**config.mk**
```make
export PLATFORM = sky130hd
export DESIGN_NAME = vfrc_vout_fault_ctl
export DESIGN_NICKNAME = d
export VERILOG_FILES = /design/src/vfrc_pkg.sv /design/src/vfrc_retry_timer.sv /design/src/vfrc_vout_fault_ctl.sv
export SDC_FILE = /design/constraint.sdc
export NUM_CORES = 1
export LEC_CHECK = 0
export BUFFER_PORTS_ARGS = -buffer_cell sky130_fd_sc_hd__buf_2
export CAP_MARGIN = 20
export CORE_MARGIN = 5
export CORE_UTILIZATION = 50
export CTS_CLUSTER_SIZE = 12
export DETAILED_ROUTE_END_ITERATION = 8
export PLACE_DENSITY = 0.78
export SLEW_MARGIN = 20
export SYNTH_ARGS = -nofsm -noshare
export SYNTH_HDL_FRONTEND = slang
export SYNTH_SLANG_ARGS = --single-unit
```
**constraint.sdc**
```tcl
create_clock -name sys_clk -period 8.7 [get_ports sys_clk]
set_input_delay 0.435 -clock sys_clk [delete_from_list [all_inputs] [get_ports sys_clk]]
set_output_delay 0.435 -clock sys_clk [all_outputs]
set_load 0.005 [all_outputs]
```
**src/vfrc_pkg.sv**
```systemverilog
// Purpose: Shared constants and types for the output fault-response controller.
// Assumes: 50 MHz system clock, management-bus commands decoded upstream into byte/word transfers.
// Notes: Thresholds use unsigned 16-bit volts scaled by 2^-13.
//
// What this block does
// - Action codes 00/01 unused; 10/11 disable output, then follow retry setting.
// - A fault pulls alert line low and sets a sticky status bit until clear-faults.
// - Overvoltage with retry 000 keeps output off until device reset.
// - Undervoltage with retry 000 keeps output off until faults cleared.
// - Retry 111 restarts forever until turned off, bias lost, other fault; 001-110 unused.
// - Retry interval is (delay field + 1) times 35 ms, 35 to 280 ms.
// - Interval runs from start of one restart attempt to start of next.
// - Both fault-action registers reset to 80h, shutdown with no retry.
// - Undervoltage detection masked while ramping, before power-good, and while disabled.
// - Undervoltage threshold resets to 0.85 times the strapped setpoint voltage.
// - Each output page keeps its own settings; accesses use the selected page.
// - Fault actions are one-byte transfers; undervoltage threshold is a two-byte word.
package vfrc_pkg;

  // ----------------------------------------------------------------------
  // Command codes
  // ----------------------------------------------------------------------
  localparam logic [7:0] CMD_PAGE = 8'h00;
  localparam logic [7:0] CMD_CLEAR_FAULTS = 8'h03;
  localparam logic [7:0] CMD_OV_FAULT_ACTION = 8'h41;
  localparam logic [7:0] CMD_UV_FAULT_THRESHOLD = 8'h44;
  localparam logic [7:0] CMD_UV_FAULT_ACTION = 8'h45;

  // ----------------------------------------------------------------------
  // Transfer lengths in bytes
  // ----------------------------------------------------------------------
  localparam logic [1:0] LEN_SEND = 2'h0;
  localparam logic [1:0] LEN_BYTE = 2'h1;
  localparam logic [1:0] LEN_WORD = 2'h2;

  // ----------------------------------------------------------------------
  // Fault-action field layout and reset value
  // ----------------------------------------------------------------------
  localparam int ACT_MODE_HI = 7;
  localparam int ACT_RETRY_HI = 5;
  localparam int ACT_RETRY_LO = 3;
  localparam int ACT_DELAY_HI = 2;
  localparam int ACT_DELAY_LO = 0;
  localparam logic [2:0] RETRY_NONE = 3'h0;
  localparam logic [2:0] RETRY_FOREVER = 3'h7;
  localparam logic [7:0] ACT_RESET = 8'h80;

  // ----------------------------------------------------------------------
  // Threshold default scaling: 0.85 = 17 / 20
  // ----------------------------------------------------------------------
  localparam int UV_SCALE_NUM = 17;
  localparam int UV_SCALE_DEN = 20;

  // ----------------------------------------------------------------------
  // Timing
  // ----------------------------------------------------------------------
  localparam int CLK_FREQ_HZ = 50_000_000;
  localparam int RETRY_UNIT_MS = 35;
  localparam int RETRY_UNIT_CYCLES = (CLK_FREQ_HZ / 1000) * RETRY_UNIT_MS;
  localparam int NUM_PAGES = 2;

  typedef enum logic [4:0] {
    ST_OFF = 5'h01,
    ST_RUN = 5'h02,
    ST_WAIT = 5'h04,
    ST_HOLD_OV = 5'h08,
    ST_HOLD_UV = 5'h10
  } vfrc_state_t;

endpackage

```
**src/vfrc_retry_timer.sv**
```systemverilog
// Purpose: Measures one retry interval of whole 35 ms units for one output.
// Assumes: start pulses at the beginning of each restart attempt; delay may settle after it.
// Notes: Own prescaler, so the interval is exact rather than off by a partial tick.
module vfrc_retry_timer #(
  parameter int TICK_CYCLES = vfrc_pkg::RETRY_UNIT_CYCLES
) (
  // Clock and reset
  input wire logic sys_clk,
  input wire logic sys_rst,
  // Control
  input wire logic start,
  input wire logic [2:0] delay,
  // Status
  output logic done
);

  localparam int PW = (TICK_CYCLES > 1) ? $clog2(TICK_CYCLES) : 1;
  localparam logic [PW-1:0] PRE_LAST = PW'(TICK_CYCLES - 1);

  localparam logic [3:0] UNITS_MAX = 4'h8;

  logic [PW-1:0] pre_reg;
  logic [3:0] units_reg;
  wire tick = (pre_reg == PRE_LAST);
  wire units_full = (units_reg == UNITS_MAX);
  wire [3:0] need = {1'b0, delay};

  // Elapsed units count up from the attempt start, so the delay can be chosen at fault time.
  // The count saturates so that a long run never wraps into a false short interval.
  always_ff @(posedge sys_clk) begin
    if (sys_rst) begin
      pre_reg <= '0;
      units_reg <= 4'h0;
    end else if (start) begin
      pre_reg <= '0;
      units_reg <= 4'h0;
    end else if (!units_full) begin
      pre_reg <= tick ? '0 : pre_reg + 1'b1;
      units_reg <= tick ? units_reg + 4'h1 : units_reg;
    end
  end

  // Done rises one cycle ahead, so the restart edge falls on the interval boundary.
  assign done = (units_reg > need) | ((units_reg == need) & tick);

endmodule // vfrc_retry_timer

```
**src/vfrc_vout_fault_ctl.sv**
```systemverilog
// Purpose: Output overvoltage and undervoltage fault response for every output page.
// Assumes: Commands arrive already framed; vout_meas uses the threshold's 2^-13 V scaling.
// Notes: Clear-faults acts on all pages; a fault arriving in the same cycle stays set.
module vfrc_vout_fault_ctl #(
  parameter int NP = vfrc_pkg::NUM_PAGES,
  parameter int TICK_CYCLES = vfrc_pkg::RETRY_UNIT_CYCLES
) (
  // Clock and reset
  input wire logic sys_clk,
  input wire logic sys_rst,
  // Command port
  input wire logic cmd_valid,
  input wire logic cmd_write,
  input wire logic [7:0] cmd_code,
  input wire logic [1:0] cmd_len,
  input wire logic [15:0] cmd_wdata,
  output logic rsp_valid,
  output logic rsp_err,
  output logic [15:0] rsp_rdata,
  // Strap
  input wire logic [15:0] setpoint_strap_pin,
  // Power stage
  input wire logic bias_ok,
  input wire logic [NP-1:0] enable_cmd,
  input wire logic [NP-1:0] other_shutdown,
  input wire logic [NP-1:0] power_good,
  input wire logic [NP-1:0] ov_detect,
  input wire logic [NP*16-1:0] vout_meas,
  output logic [NP-1:0] output_enable,
  // Status
  output logic [NP-1:0] ov_fault_status,
  output logic [NP-1:0] uv_fault_status,
  // Alert line, open drain
  input wire logic alert_line_i,
  output logic alert_line_o,
  output logic alert_line_oe
);

  localparam int PW = (NP > 1) ? $clog2(NP) : 1;

  // ----------------------------------------------------------------------
  // Helpers
  // ----------------------------------------------------------------------
  function automatic logic [15:0] uv_default(input logic [15:0] v);
    logic [20:0] prod;
    prod = {5'h00, v} * 21'(vfrc_pkg::UV_SCALE_NUM);
    return 16'(prod / 21'(vfrc_pkg::UV_SCALE_DEN));
  endfunction

  function automatic logic act_disables(input logic [7:0] a);
    return a[vfrc_pkg::ACT_MODE_HI];
  endfunction

  function automatic logic act_retries(input logic [7:0] a);
    return a[vfrc_pkg::ACT_RETRY_HI:vfrc_pkg::ACT_RETRY_LO] == vfrc_pkg::RETRY_FOREVER;
  endfunction

  // ----------------------------------------------------------------------
  // Storage
  // ----------------------------------------------------------------------
  logic [PW-1:0] page_reg;
  logic [7:0] ov_act_reg [NP];
  logic [7:0] uv_act_reg [NP];
  logic [15:0] uv_lim_reg [NP];
  logic [NP-1:0] ov_stat_reg;
  logic [NP-1:0] uv_stat_reg;
  logic [NP-1:0] out_en_reg;
  vfrc_pkg::vfrc_state_t st_reg [NP];
  logic strap_load_reg;
  logic rsp_valid_reg;
  logic rsp_err_reg;
  logic [15:0] rsp_rdata_reg;

  // ----------------------------------------------------------------------
  // Command decode
  // ----------------------------------------------------------------------
  wire is_page = (cmd_code == vfrc_pkg::CMD_PAGE);
  wire is_clear = (cmd_code == vfrc_pkg::CMD_CLEAR_FAULTS);
  wire is_ov_act = (cmd_code == vfrc_pkg::CMD_OV_FAULT_ACTION);
  wire is_uv_lim = (cmd_code == vfrc_pkg::CMD_UV_FAULT_THRESHOLD);
  wire is_uv_act = (cmd_code == vfrc_pkg::CMD_UV_FAULT_ACTION);
  wire byte_cmd = is_page | is_ov_act | is_uv_act;
  wire len_ok = (byte_cmd & (cmd_len == vfrc_pkg::LEN_BYTE))
              | (is_uv_lim & (cmd_len == vfrc_pkg::LEN_WORD))
              | (is_clear & cmd_write & (cmd_len == vfrc_pkg::LEN_SEND));
  wire page_ok = ~(is_page & cmd_write) | (32'(cmd_wdata[7:0]) < NP);
  wire cmd_ok = len_ok & page_ok;
  wire wr_ok = cmd_valid & cmd_write & cmd_ok;
  wire clear_faults = wr_ok & is_clear;
  wire [15:0] rd_data = is_page ? {{(16 - PW){1'b0}}, page_reg}
                      : is_ov_act ? {8'h00, ov_act_reg[page_reg]}
                      : is_uv_act ? {8'h00, uv_act_reg[page_reg]}
                      : is_uv_lim ? uv_lim_reg[page_reg]
                      : 16'h0000;

  always_ff @(posedge sys_clk) begin
    if (sys_rst) begin
      page_reg <= '0;
      rsp_valid_reg <= 1'b0;
      rsp_err_reg <= 1'b0;
      rsp_rdata_reg <= 16'h0000;
    end else begin
      if (wr_ok & is_page) begin
        page_reg <= cmd_wdata[PW-1:0];
      end
      rsp_valid_reg <= cmd_valid;
      rsp_err_reg <= cmd_valid & ~cmd_ok;
      rsp_rdata_reg <= (cmd_valid & ~cmd_write & cmd_ok) ? rd_data : 16'h0000;
    end
  end

  // The strap is sampled on the first clock after reset is released.
  always_ff @(posedge sys_clk) begin
    if (sys_rst) begin
      strap_load_reg <= 1'b1;
    end else begin
      strap_load_reg <= 1'b0;
    end
  end

  // ----------------------------------------------------------------------
  // Per-page settings, faults and restart sequencing
  // ----------------------------------------------------------------------
  for (genvar p = 0; p < NP; p++) begin : g_page
    wire hit = (page_reg == PW'(p));
    wire wr_ov = wr_ok & hit & is_ov_act;
    wire wr_uv_act = wr_ok & hit & is_uv_act;
    wire wr_uv_lim = wr_ok & hit & is_uv_lim;
    wire en_ok = enable_cmd[p] & bias_ok & ~other_shutdown[p];
    wire running = (st_reg[p] == vfrc_pkg::ST_RUN);
    wire [15:0] vout = vout_meas[p*16 +: 16];
    // Unsigned compare keeps the threshold in 2^-13 V steps.
    wire uv_hit = running & power_good[p] & (vout < uv_lim_reg[p]);
    wire ov_hit = ov_detect[p];
    wire ov_off = running & ov_hit & act_disables(ov_act_reg[p]);
    wire uv_off = running & uv_hit & act_disables(uv_act_reg[p]);
    wire t_done;
    wire t_start;
    // The retry delay is latched from the action of the fault that caused the shutdown.
    logic [2:0] dly_reg;
    wire [2:0] fault_dly = ov_off
                         ? ov_act_reg[p][vfrc_pkg::ACT_DELAY_HI:vfrc_pkg::ACT_DELAY_LO]
                         : uv_act_reg[p][vfrc_pkg::ACT_DELAY_HI:vfrc_pkg::ACT_DELAY_LO];
    vfrc_pkg::vfrc_state_t st_next;

    always_comb begin
      st_next = st_reg[p];
      unique case (st_reg[p])
        vfrc_pkg::ST_OFF: begin
          if (en_ok) st_next = vfrc_pkg::ST_RUN;
        end
        vfrc_pkg::ST_RUN: begin
          if (!en_ok) begin
            st_next = vfrc_pkg::ST_OFF;
          end else if (ov_off) begin
            st_next = act_retries(ov_act_reg[p]) ? vfrc_pkg::ST_WAIT
                                                 : vfrc_pkg::ST_HOLD_OV;
          end else if (uv_off) begin
            st_next = act_retries(uv_act_reg[p]) ? vfrc_pkg::ST_WAIT
                                                 : vfrc_pkg::ST_HOLD_UV;
          end
        end
        vfrc_pkg::ST_WAIT: begin
          if (!en_ok) begin
            st_next = vfrc_pkg::ST_OFF;
          end else if (t_done) begin
            st_next = vfrc_pkg::ST_RUN;
          end
        end
        vfrc_pkg::ST_HOLD_OV: begin
          st_next = vfrc_pkg::ST_HOLD_OV;
        end
        vfrc_pkg::ST_HOLD_UV: begin
          if (clear_faults) st_next = vfrc_pkg::ST_OFF;
        end
        default: st_next = vfrc_pkg::ST_OFF;
      endcase
    end

    // Each entry into running is one restart attempt and restarts the interval.
    assign t_start = (st_next == vfrc_pkg::ST_RUN) & ~running;

    vfrc_retry_timer #(
      .TICK_CYCLES(TICK_CYCLES)
    ) u_timer (
      .sys_clk(sys_clk),
      .sys_rst(sys_rst),
      .start(t_start),
      .delay(dly_reg),
      .done(t_done)
    );

    always_ff @(posedge sys_clk) begin
      if (sys_rst) begin
        ov_act_reg[p] <= vfrc_pkg::ACT_RESET;
        uv_act_reg[p] <= vfrc_pkg::ACT_RESET;
        uv_lim_reg[p] <= 16'h0000;
        st_reg[p] <= vfrc_pkg::ST_OFF;
        out_en_reg[p] <= 1'b0;
        ov_stat_reg[p] <= 1'b0;
        uv_stat_reg[p] <= 1'b0;
        dly_reg <= 3'h0;
      end else begin
        if (wr_ov) ov_act_reg[p] <= cmd_wdata[7:0];
        if (wr_uv_act) uv_act_reg[p] <= cmd_wdata[7:0];
        if (strap_load_reg) begin
          uv_lim_reg[p] <= uv_default(setpoint_strap_pin);
        end else if (wr_uv_lim) begin
          uv_lim_reg[p] <= cmd_wdata;
        end
        st_reg[p] <= st_next;
        out_en_reg[p] <= (st_next == vfrc_pkg::ST_RUN);
        if (ov_off | uv_off) dly_reg <= fault_dly;
        // A new fault wins over a clear in the same cycle.
        ov_stat_reg[p] <= ov_hit | (ov_stat_reg[p] & ~clear_faults);
        uv_stat_reg[p] <= uv_hit | (uv_stat_reg[p] & ~clear_faults);
      end
    end
  end

  // ----------------------------------------------------------------------
  // Outputs
  // ----------------------------------------------------------------------
  assign output_enable = out_en_reg;
  assign ov_fault_status = ov_stat_reg;
  assign uv_fault_status = uv_stat_reg;
  assign alert_line_o = 1'b0;
  // The line is only ever pulled low; the readback is left for wired-or observers.
  assign alert_line_oe = |{ov_stat_reg, uv_stat_reg};
  assign rsp_valid = rsp_valid_reg;
  assign rsp_err = rsp_err_reg;
  assign rsp_rdata = rsp_rdata_reg;

endmodule // vfrc_vout_fault_ctl

```
==> qor.yml <==
layout_commonest_cell: "nor2_1"
synth_cell_types: 111
cts_num_sinks: 157
fp-row-count: 55
clk_path_buf_depth: 2
totalPowerFinal_uw: 3740
die_x_um: 161
slew_viol_final: 0
gp_congestion: 0.927
stdcell_area_um2: 12900
rsz0062_at_grt: "no"
routedWlPerCell_um: 17.2
period_share: 0.937
firstDrtPassIters: 7
reg2reg_depth: 24
ys_seq_area_frac: 0.331
layout-drive-gt1-share: 0.167
worst_pin_slew_ns: 0.920
die_h_um: 161
syn2layout_area_growth_pct: 13.1
p_per_area_nw_per_um2: 290
dieArea_um2: 26000
postSynthCellCount: 1315
root_buffer: "clkbuf_16"
hold_viol_final: 0
syn_area_per_cell_um2: 8.68
synth_warnings: 0
vias_per_cell: 6.06
first_iter_violations: 865
crit_required_ns: 8.89
crit_type: "primary input to flop"
cts_buffers: 17
via_count: 10410
regArea_um2: 3780
mostFrequentLayoutCells: "nor2_1 (165), buf_2 (111), nand2_1 (110)"
grt_max_degree: 25
min_path_type: "primary input to flop"
clkTransAtPathRegs_ns: 0.07
clkLatencyLatePin_ns: 0.43
drc: 0
synthFlopType: "dfxtp_1"
finalSetupViolations: 0
hold_end: "ov_fault_status[1]$_SDFF_PP0_"
fin_nets: 1575
synth_nets: 1470
overflow: 0
period_needed_ns: 8.15
postCtsHoldBufs: 0
post_cts_buffers: 0
syn_area_um2: 11400
largest_register_ffs: 42
core_area_um2: 22600
grt_usage: 0.223
synthArstFlopShare: 0
holdPathStages: 3
arrival_ns: 8.33
cts_tree: "done"
ioPinCount: 114
multi_input_area_um2: 7210
place_hpwl_um: 22500
cts_resized: 0
cap_violations: 0
power.leakage_uw: 0.00511
critPathLaunchType: "primary input"
status: "finished, final reports clean"
routed_wl_um: 29600
start_util: 0.506
grt_first_pass_wirelength_um: 48400
end_kind: "flop"
setup_tns_ns: 0
ys_ff_latch: 157
fin_worst_skew_ns: 0.00801
io_buffers: 111
synth-edff-count: 64
place_area_um2: 12300
h-tree-depth: 4
max_freq_mhz: 123
hp-start: "ov_detect[1]"
grt_pass1_vias: 9864
fillers: 1978
max_slew_margin: 0.382
max-vdd-ir-drop_mv: 0.214
drtAntennaViolNets: 0
reg2reg_slack_ns: 4.23
timing.rr.end: "g_page[0].dly_reg[1]$_SDFFE_PP0P_"
r2r_start: "uv_lim_reg[0][1]$_DFFE_PP_"
antenna_found_initial: 2
critPathMaxFanout: 11
cell families (layout without fill, tap and decap cells):
family	count (synthesis)	in the layout	share of synthesized area
simple gates	546	546	0.245
buf+inv	106	224	0.0394
xor+xnor	73	73	0.0576
compound gates	330	330	0.212
other cells	1	2	0.000328
fa+ha+maj	69	69	0.0758
mux	33	33	0.0384
flops	157	157	0.331
critical path, cell delays in order:
cell	delay [ns]
buf_2	0.10
ha_1	0.28
ha_1	0.25
fa_1	0.45
a21o_1	0.25
a221oi_4	0.40
o21a_4	0.26
xor2_4	0.31
a2111oi_0	0.17
a211oi_1	0.39
o22a_2	0.37
a221oi_1	0.17
or3_1	0.43
or3_1	0.45
a32oi_4	0.36
and4_1	0.33
nor4_4	0.07
buf_4	0.18
mux2_4	0.30
a21oi_2	0.37
nand2_2	0.19
o32ai_1	0.36
nor3_2	0.12
a211oi_4	0.34
o32ai_1	0.12
a2111o_1	0.44
and2_1	0.17
a22o_1	0.23
power by group:
group          leakage [uW]  internal, uW  switching (uW)  total, uW
clock              0.000295           415             313        728
sequential          0.00142           843            30.4        874
combinational       0.00339           877            1260       2140
metal layers:
layer | track usage | up-vias | part of all wire
met5 | 0 | - | 0.00067
met2 | 0.394 | 334 | 0.50
met1 | 0.276 | 4933 | 0.42
li1 | - | 5077 | -
met4 | 0.0721 | 2 | 0.024
met3 | 0.0373 | 64 | 0.053
through the flow:
step	setup WS [ns]	utilization	hold WS, ns	cells
5_1_grt	0.0353	0.572	0.290	1719
6_report	0.552	0.572	0.262	1719
2_1_floorplan	1.12	-	0.463	1315
3_5_place_dp	0.253	0.545	0.491	1686
3_3_place_gp	0.305	0.545	0.476	1686
4_1_cts	0.652	0.571	0.248	1718
synthesized netlist by cell type (all sizes together) (5+ instances only):
master	count	area (um2)
o311ai	9	86.3
nor3	28	161
mux2i	22	220
xnor2	36	315
a31oi	10	62.6
inv	50	188
o22ai	7	68.8
or4	8	63.8
clkbuf	33	124
nand3	41	210
a21oi	77	397
o31ai	12	90.1
nand4b	6	52.6
nor4	13	111
mux4	8	180
nor2b	17	106
xor2	37	343
dfxtp	93	1860
a221oi	5	67.6
a21o	25	189
and3	14	87.6
or2	7	43.8
nand2	111	419
and2	44	278
a211o	5	43.8
a22oi	12	90.1
nand4	26	169
ha	66	826
and4	7	61.3
nand3b	9	67.6
nor2	168	633
o21ai	72	360
edfxtp	64	1920
a211oi	16	158
nand2b	19	119
o221ai	5	43.8
o22a	5	45.0
or3	14	87.6
o21a	5	45.0
o2111ai	7	61.3
a32oi	6	86.3
o211ai	9	77.6
buf	22	135
layout make-up:
type                            count  area share
Antenna cell                        1    0.000194
Clock buffer                       21      0.0382
Clock inverter                     11     0.00717
Inverter                           51      0.0148
Multi-Input combinational cell   1052       0.558
Sequential cell                   157       0.293
Tap cell                          285      0.0276
Timing Repair Buffer              141      0.0605
worst max-delay path by stage:
stage	start	to	slack [ns]	cells after the start
floorplan	setpoint_strap_pin[1]	uv_lim_reg[1][1]$_SDFFCE_PN0P_	1.12	28
global placement	setpoint_strap_pin[5]	uv_lim_reg[1][0]$_SDFFCE_PN0P_	0.30	28
detailed placement	setpoint_strap_pin[5]	uv_lim_reg[1][1]$_SDFFCE_PN0P_	0.25	28
CTS	setpoint_strap_pin[5]	uv_lim_reg[1][1]$_SDFFCE_PN0P_	0.65	28
global route	setpoint_strap_pin[15]	uv_lim_reg[1][0]$_SDFFCE_PN0P_	0.04	27
finish	setpoint_strap_pin[1]	uv_lim_reg[1][1]$_SDFFCE_PN0P_	0.55	28
No activity file was read; power rests on OpenSTA's default activity.
